==> src/verilog/rmx_pkg.sv <==
// Package for the return and move execution unit: opcodes, states, carriers.
package rmx_pkg;
  localparam int DATA_W = 8;
  localparam int PC_W = 21;
  localparam int FADDR_W = 12;
  localparam logic [15:0] RETFI_BASE = 16'h0010;
  localparam logic [15:0] RETFI_MASK = 16'hFFFE;
  localparam logic [15:0] RETLIT_BASE = 16'h0C00;
  localparam logic [15:0] RETLIT_MASK = 16'hFF00;
  localparam logic [15:0] MOVE_BASE = 16'hC000;
  localparam logic [15:0] MOVE_MASK = 16'hF000;
  localparam logic [15:0] MOVE2_BASE = 16'hF000;
  localparam int OPT_BIT = 0;
  localparam logic [1:0] Q_LAST = 2'h3;

  typedef enum logic [1:0] {
    RMX_IDLE = 2'b00,
    RMX_MOVE2 = 2'b01,
    RMX_RET2 = 2'b11,
    RMX_RET_NOP = 2'b10
  } rmx_state_t;

  typedef struct packed {
    logic [DATA_W-1:0] acc;
    logic [DATA_W-1:0] flags;
    logic [DATA_W-1:0] bank;
  } rmx_ctx_t;

  typedef struct packed {
    logic en;
    logic [FADDR_W-1:0] addr;
    logic [DATA_W-1:0] data;
  } rmx_fwr_t;
endpackage : rmx_pkg
==> src/verilog/rmx_exec.sv <==
// Execution unit for interrupt return, literal return and file-to-file move.
`timescale 1ns/1ps
module rmx_exec (
  input wire logic MCLK,
  input wire logic RESETN,
  input wire logic [1:0] QPHASE,
  input wire logic INSTR_VALID,
  input wire logic [15:0] INSTR,
  input wire logic HIGH_PRIO_MODE,
  input wire logic [rmx_pkg::PC_W-1:0] STACK_TOP,
  input wire rmx_pkg::rmx_ctx_t SHADOW,
  input wire rmx_pkg::rmx_ctx_t CTX_IN,
  input wire logic [rmx_pkg::DATA_W-1:0] SRC_DATA,
  output logic STACK_POP,
  output logic PC_LOAD,
  output logic [rmx_pkg::PC_W-1:0] PC_VALUE,
  output logic LATCH_WRITE,
  output logic HIGH_PRIORITY_GLOBAL_IRQ_ENABLE_SET,
  output logic LOW_PRIORITY_GLOBAL_IRQ_ENABLE_SET,
  output logic CTX_LOAD,
  output rmx_pkg::rmx_ctx_t CTX_OUT,
  output logic SRC_READ,
  output logic [rmx_pkg::FADDR_W-1:0] SRC_ADDR,
  output logic DEST_READ,
  output rmx_pkg::rmx_fwr_t DEST_WRITE,
  output logic PIPE_FLUSH,
  output logic BUSY
);
  import rmx_pkg::*;

  function automatic logic op_match(input logic [15:0] op, input logic [15:0] mask, input logic [15:0] base);
    op_match = (op & mask) == base;
  endfunction : op_match

  rmx_state_t state, next_state;
  logic [DATA_W-1:0] move_data, next_move_data;
  logic stack_pop, next_stack_pop;
  logic pc_load, next_pc_load;
  logic [PC_W-1:0] pc_value, next_pc_value;
  logic hi_set, next_hi_set;
  logic lo_set, next_lo_set;
  logic ctx_load, next_ctx_load;
  rmx_ctx_t ctx_out, next_ctx_out;
  logic src_read, next_src_read;
  logic [FADDR_W-1:0] src_addr, next_src_addr;
  rmx_fwr_t dest_write, next_dest_write;
  logic flush, next_flush;
  logic busy, next_busy;
  logic latch_write, next_latch_write;
  logic dest_read, next_dest_read;
  logic decode_slot;

  // Decisions are taken at the first quarter; effects are timed to quarters by QPHASE.
  assign decode_slot = INSTR_VALID && (QPHASE == 2'h0);

  always_comb begin
    next_state = state;
    next_move_data = move_data;
    next_stack_pop = 1'b0;
    next_pc_load = 1'b0;
    next_pc_value = pc_value;
    next_hi_set = 1'b0;
    next_lo_set = 1'b0;
    next_ctx_load = 1'b0;
    next_ctx_out = ctx_out;
    next_src_read = 1'b0;
    next_src_addr = src_addr;
    next_dest_write = '{en: 1'b0, addr: dest_write.addr, data: dest_write.data};
    next_flush = 1'b0;
    next_busy = busy;
    next_latch_write = 1'b0;
    next_dest_read = 1'b0;
    case (state)
      RMX_IDLE: begin
        if (decode_slot && op_match(INSTR, RETFI_MASK, RETFI_BASE)) begin
          next_stack_pop = 1'b1;
          next_pc_load = 1'b1;
          next_pc_value = STACK_TOP;
          next_hi_set = HIGH_PRIO_MODE;
          next_lo_set = !HIGH_PRIO_MODE;
          // Without the option the live context is echoed back with no load strobe.
          next_ctx_load = INSTR[OPT_BIT];
          next_ctx_out = INSTR[OPT_BIT] ? SHADOW : CTX_IN;
          next_flush = 1'b1;
          next_busy = 1'b1;
          next_state = RMX_RET2;
        end else if (decode_slot && op_match(INSTR, RETLIT_MASK, RETLIT_BASE)) begin
          next_stack_pop = 1'b1;
          next_pc_load = 1'b1;
          next_pc_value = STACK_TOP;
          next_ctx_load = 1'b1;
          next_ctx_out = '{acc: INSTR[DATA_W-1:0], flags: CTX_IN.flags, bank: CTX_IN.bank};
          next_flush = 1'b1;
          next_busy = 1'b1;
          next_state = RMX_RET2;
        end else if (decode_slot && op_match(INSTR, MOVE_MASK, MOVE_BASE)) begin
          next_src_read = 1'b1;
          next_src_addr = INSTR[FADDR_W-1:0];
          next_busy = 1'b1;
          next_state = RMX_MOVE2;
        end
      end
      RMX_MOVE2: begin
        // Source data is captured once the read strobe has been answered.
        if (QPHASE == 2'h1) begin
          next_move_data = SRC_DATA;
        end
        if (QPHASE == (Q_LAST - 2'h1) && INSTR_VALID && op_match(INSTR, MOVE_MASK, MOVE2_BASE)) begin
          // Destination is only written, never read, so a write-sensitive target sees no access early.
          next_dest_write = '{en: 1'b1, addr: INSTR[FADDR_W-1:0], data: move_data};
          next_busy = 1'b0;
          next_state = RMX_IDLE;
        end
      end
      RMX_RET2: begin
        // The first cycle ends here; releasing now would let a new word in one cycle too early.
        if (QPHASE == Q_LAST) begin
          next_state = RMX_RET_NOP;
        end
      end
      RMX_RET_NOP: begin
        // Second cycle does nothing while the fetch restarts from the new address.
        if (QPHASE == Q_LAST) begin
          next_busy = 1'b0;
          next_state = RMX_IDLE;
        end
      end
      default: begin
        next_state = RMX_IDLE;
        next_busy = 1'b0;
      end
    endcase
  end

  always_ff @(posedge MCLK or negedge RESETN) begin
    if (!RESETN) begin
      state <= RMX_IDLE;
      move_data <= '0;
      stack_pop <= 1'b0;
      pc_load <= 1'b0;
      pc_value <= '0;
      hi_set <= 1'b0;
      lo_set <= 1'b0;
      ctx_load <= 1'b0;
      ctx_out <= '0;
      src_read <= 1'b0;
      src_addr <= '0;
      dest_write <= '0;
      flush <= 1'b0;
      busy <= 1'b0;
      latch_write <= 1'b0;
      dest_read <= 1'b0;
    end else begin
      state <= next_state;
      move_data <= next_move_data;
      stack_pop <= next_stack_pop;
      pc_load <= next_pc_load;
      pc_value <= next_pc_value;
      hi_set <= next_hi_set;
      lo_set <= next_lo_set;
      ctx_load <= next_ctx_load;
      ctx_out <= next_ctx_out;
      src_read <= next_src_read;
      src_addr <= next_src_addr;
      dest_write <= next_dest_write;
      flush <= next_flush;
      busy <= next_busy;
      latch_write <= next_latch_write;
      dest_read <= next_dest_read;
    end
  end

  assign STACK_POP = stack_pop;
  assign PC_LOAD = pc_load;
  assign PC_VALUE = pc_value;
  assign LATCH_WRITE = latch_write;
  assign HIGH_PRIORITY_GLOBAL_IRQ_ENABLE_SET = hi_set;
  assign LOW_PRIORITY_GLOBAL_IRQ_ENABLE_SET = lo_set;
  assign CTX_LOAD = ctx_load;
  assign CTX_OUT = ctx_out;
  assign SRC_READ = src_read;
  assign SRC_ADDR = src_addr;
  assign DEST_READ = dest_read;
  assign DEST_WRITE = dest_write;
  assign PIPE_FLUSH = flush;
  assign BUSY = busy;
endmodule : rmx_exec

==> config.mk <==
export PLATFORM = sky130hd
export DESIGN_NAME = rmx_exec
export DESIGN_NICKNAME = d
export VERILOG_FILES = /design/src/verilog/rmx_pkg.sv /design/src/verilog/rmx_exec.sv
export SDC_FILE = /design/constraint.sdc
export NUM_CORES = 1
export LEC_CHECK = 0
export BUFFER_PORTS_ARGS = -buffer_cell sky130_fd_sc_hd__buf_2
export CAP_MARGIN = 0
export CORE_MARGIN = 1
export CORE_UTILIZATION = 42
export CTS_BUF_LIST = sky130_fd_sc_hd__clkbuf_4 sky130_fd_sc_hd__clkbuf_8 sky130_fd_sc_hd__clkbuf_16
export CTS_CLUSTER_DIAMETER = 40
export CTS_CLUSTER_SIZE = 12
export DETAILED_ROUTE_END_ITERATION = 10
export GPL_TIMING_DRIVEN = 0
export PLACE_DENSITY = 0.78
export SETUP_SLACK_MARGIN = 0.3
export SLEW_MARGIN = 40
export SYNTH_ARGS = -nofsm -noshare
export SYNTH_HDL_FRONTEND = slang
export SYNTH_SLANG_ARGS = --single-unit
==> constraint.sdc <==
create_clock -name MCLK -period 1.6 [get_ports MCLK]
set_input_delay 0.32 -clock MCLK [delete_from_list [all_inputs] [get_ports MCLK]]
set_output_delay 0.32 -clock MCLK [all_outputs]
set_load 0.05 [all_outputs]
==> impl_metrics.json <==
{
  "cts_tree": "built",
  "relSlewSlack_pct": 63.12,
  "grt_pass1_wl_um": 16730,
  "rows": 35,
  "drt_iter0_markers": 88,
  "vias_per_cell": 4.981,
  "fillers": 573,
  "initial_core_util_pct": 43.26,
  "syn2layout_area_growth_pct": 70.70,
  "core_area_um2": 9240,
  "gp_congestion": 0.7843,
  "total_power_mw": 6.828,
  "place_area_um2": 5241,
  "critPathMaxStageDelay_ns": 0.30,
  "path_delay_family": "buffers and inverters",
  "netlist_area_um2": 3998,
  "ys_seq_area_share_pct": 58.84,
  "clk_path_buf_depth": 2,
  "synth_area_per_cell_um2": 13.15,
  "fin_setup_tns_ns": -0.2065,
  "endpoint_kind": "register",
  "grt_usage_pct": 22.19,
  "syn_inst": 304,
  "worstSetupStartpoint": "INSTR[6]",
  "num_antenna_cells": 0,
  "critPathKind": "in -> reg",
  "finalMaxSlewViolations": 0,
  "cp.buffers_inverters": 3,
  "antenna_found_initial": 0,
  "rr_endpoint": "PC_VALUE[13]$_DFFE_PN0P_",
  "cp-start-kind": "input pin",
  "cts_buffers": 9,
  "timing.rr.start": "state[1]$_DFFE_PN0P_",
  "worst_slew_pin_slew_ns": 0.5532,
  "grt_pass1_vias": 3359,
  "rrSetupSlack_ns": -0.03,
  "dp_slack_ns": -0.5768,
  "async_flop_share_pct": 100.0,
  "endpoint": "PC_VALUE[13]$_DFFE_PN0P_",
  "dp_cells": 619,
  "h-tree-depth": 3,
  "io_buffers": 184,
  "period_minus_slack_ns": 1.637,
  "critPathMaxFanout": 7,
  "nNetsFinal": 648,
  "drc": 0,
  "die_y_um": 99.56,
  "crit_required_ns": 1.84,
  "layout.area.seq_um2": 2352,
  "status": "finished with violations",
  "synthFlopType": "dfrtp_1",
  "drt-total-wl_um": 12240,
  "boundaryPins": 187,
  "reg2reg_depth": 7,
  "wl_per_cell_um": 18.03,
  "yosys_register_bits": 94,
  "synth-edff-count": 0,
  "drtPass1Iterations": 4,
  "postLayoutCellArea_um2": 6824,
  "path_depth": 7,
  "vias": 3382,
  "fin_ws_ns": -0.03652,
  "power_density_nw_per_um2": 1001,
  "setup_viol": 16,
  "fmax_mhz": 611.1,
  "die_area_um2": 9912,
  "layout-drive-gt1-share_pct": 69.64,
  "grt_max_degree": 51,
  "max_cap_violations": 0,
  "hold_class": "in -> reg",
  "dp_hpwl_um": 7474,
  "multiInputGateArea_um2": 1953,
  "grt_overflow": 0,
  "p_leak_nw": 3.616,
  "ir_drop_v": 0.0008830,
  "grt_setup_unrepaired": "yes",
  "synthDistinctLibCells": 40,
  "clk_pin_slew_ns": 0.08,
  "yosysWarnings": 0,
  "critPathSlowestCell": "nor4_4",
  "finalCritPeriodShare_pct": 102.3,
  "stdcell_count": 679,
  "cts_root_buf": "clkbuf_8",
  "hold_violations": 0,
  "clk_latency_ns": 0.35,
  "violations": "negative setup slack",
  "fin_worst_skew_ns": 0.008833,
  "arrival_ns": 1.87,
  "die_width_um": 99.56,
  "clock_sinks": 94,
  "crit_chain": "buf_2 -> nor4_4 -> nand3_2 -> a211oi_4 -> buf_12 -> clkbuf_16 -> mux2_4",
  "drtAntennaViolNets": 0
}
[metal layers]
metal	global-route usage, %	vias up	part of all wire (%)
met1	26.10	1676	39
met4	7.692	0	1.6
met3	6.465	19	6.2
li1	-	1548	-
met5	0	-	0
met2	38.78	139	53
[kinds of logic after synthesis]
logic type | Yosys count | share of synthesized area (%)
buffers and inverters | 25 | 3.505
AO/OA/AOI/OAI | 45 | 6.855
adder cells (fa/ha/maj) | 4 | 1.252
flip-flops | 94 | 58.84
multiplexers | 84 | 23.13
other | 1 | 0.09381
AND/OR/NAND/NOR | 51 | 6.323
[worst reg2reg max path, cell delays in order, from the launching register on]
cell	delay, ns
dfrtp_1	0.41
inv_2	0.08
ha_4	0.15
inv_4	0.04
a211oi_4	0.19
buf_12	0.18
clkbuf_16	0.17
mux2_4	0.30
[how the worst min path moves through the flow]
stage,cells past startpoint,from,end,slack (ns)
after global routing,2,HIGH_PRIO_MODE,LOW_PRIORITY_GLOBAL_IRQ_ENABLE_SET$_DFF_PN0_,0.13
after CTS,2,HIGH_PRIO_MODE,LOW_PRIORITY_GLOBAL_IRQ_ENABLE_SET$_DFF_PN0_,0.11
after global placement,2,SRC_ADDR[0]$_DFFE_PN0P_,SRC_ADDR[0]$_DFFE_PN0P_,0.46
after floorplan,0,RESETN,BUSY$_DFFE_PN0P_,0.02
final,2,HIGH_PRIO_MODE,LOW_PRIORITY_GLOBAL_IRQ_ENABLE_SET$_DFF_PN0_,0.13
after detailed placement,1,RESETN,DEST_WRITE[8]$_DFFE_PN0P_,0.27
[through the flow]
stage	util [%]	hold WS, ns
2_1_floorplan	-	0.02441
3_3_place_gp	56.36	0.4615
3_5_place_dp	56.72	0.2702
4_1_cts	65.71	0.1109
5_1_grt	73.85	0.1287
6_report	73.85	0.1338
[registers in the layout, summed over array words and instances, names as in the netlist]
name and flops:
HIGH_PRIORITY_GLOBAL_IRQ_ENABLE_SET 1, BUSY 1, PIPE_FLUSH 1, CTX_OUT 24, SRC_READ 1, CTX_LOAD 1
move_data 8, state 2, LOW_PRIORITY_GLOBAL_IRQ_ENABLE_SET 1, DEST_WRITE 21, SRC_ADDR 12, PC_VALUE 21
[Yosys cell counts (2+ instances only)]
| library cell | count | area share, % |
|---|---|---|
| o21ai_0 | 2 | 0.25 |
| dfrtp_1 | 94 | 59 |
| inv_1 | 9 | 0.85 |
| clkbuf_1 | 3 | 0.28 |
| nor2_1 | 26 | 2.4 |
| and3_1 | 3 | 0.47 |
| a21oi_1 | 30 | 3.8 |
| buf_2 | 4 | 0.50 |
| mux2_1 | 18 | 5.1 |
| nand2b_1 | 2 | 0.31 |
| a31oi_1 | 2 | 0.31 |
| nand3_1 | 3 | 0.38 |
| buf_4 | 7 | 1.3 |
| mux2i_1 | 17 | 4.3 |
| o211ai_1 | 2 | 0.38 |
| nand2_1 | 6 | 0.56 |
| mux2_2 | 49 | 14 |
| ha_1 | 4 | 1.3 |
| buf_6 | 2 | 0.56 |
[where the power goes]
group	internal [mW]	leakage, nW	switching [mW]
clock	0.832	0.106	0.839
combinational	1.10	2.23	1.22
sequential	2.65	1.28	0.183
total	4.58	3.62	2.24
[area by class of cell]
cell class	instances	share of cell area, %
tap	129	2.365
clock buffer	12	2.329
inverter	9	0.5317
sequential	94	34.47
clock inverter	4	0.8067
buffer	16	3.099
multi-input combinational	186	28.62
timing repair buffer	229	27.78
[placed cells by master, fill, tap and decap left out, types with 2 or more instances in the layout]
cell type  Yosys  final
a211oi_4       1      2
a21oi_1       30     13
a21oi_2        0     17
and3_1         3      2
buf_12         0      5
buf_16         0      3
buf_2          4     97
buf_4          7     54
buf_6          2     65
buf_8          0     10
clkbuf_16      0      4
clkbuf_4       0      6
clkbuf_8       0     11
clkinv_4       0      2
conb_1         1      2
dfrtp_1       94     94
ha_4           0      2
inv_1          9      5
inv_2          0      3
mux2_2        49     21
mux2_4         0     46
mux2i_1       17     17
nand2_1        6      6
nand2b_1       2      2
nand3_2        1      2
nand3_4        0      2
nor2_1        26     10
nor2_2         0     11
nor2_4         0      5
nor4_4         0      2
o211ai_1       2      2
[repair_timing]
item,in CTS,in global routing
resized for setup,122,179
setup endpoints to repair,142,165
buffers inserted,17,17
endpoints found under the hold margin,44,0
pin swaps,7,7
hold buffers,1,0
cloned,6,3
No activity file was read; power rests on OpenSTA's default activity.
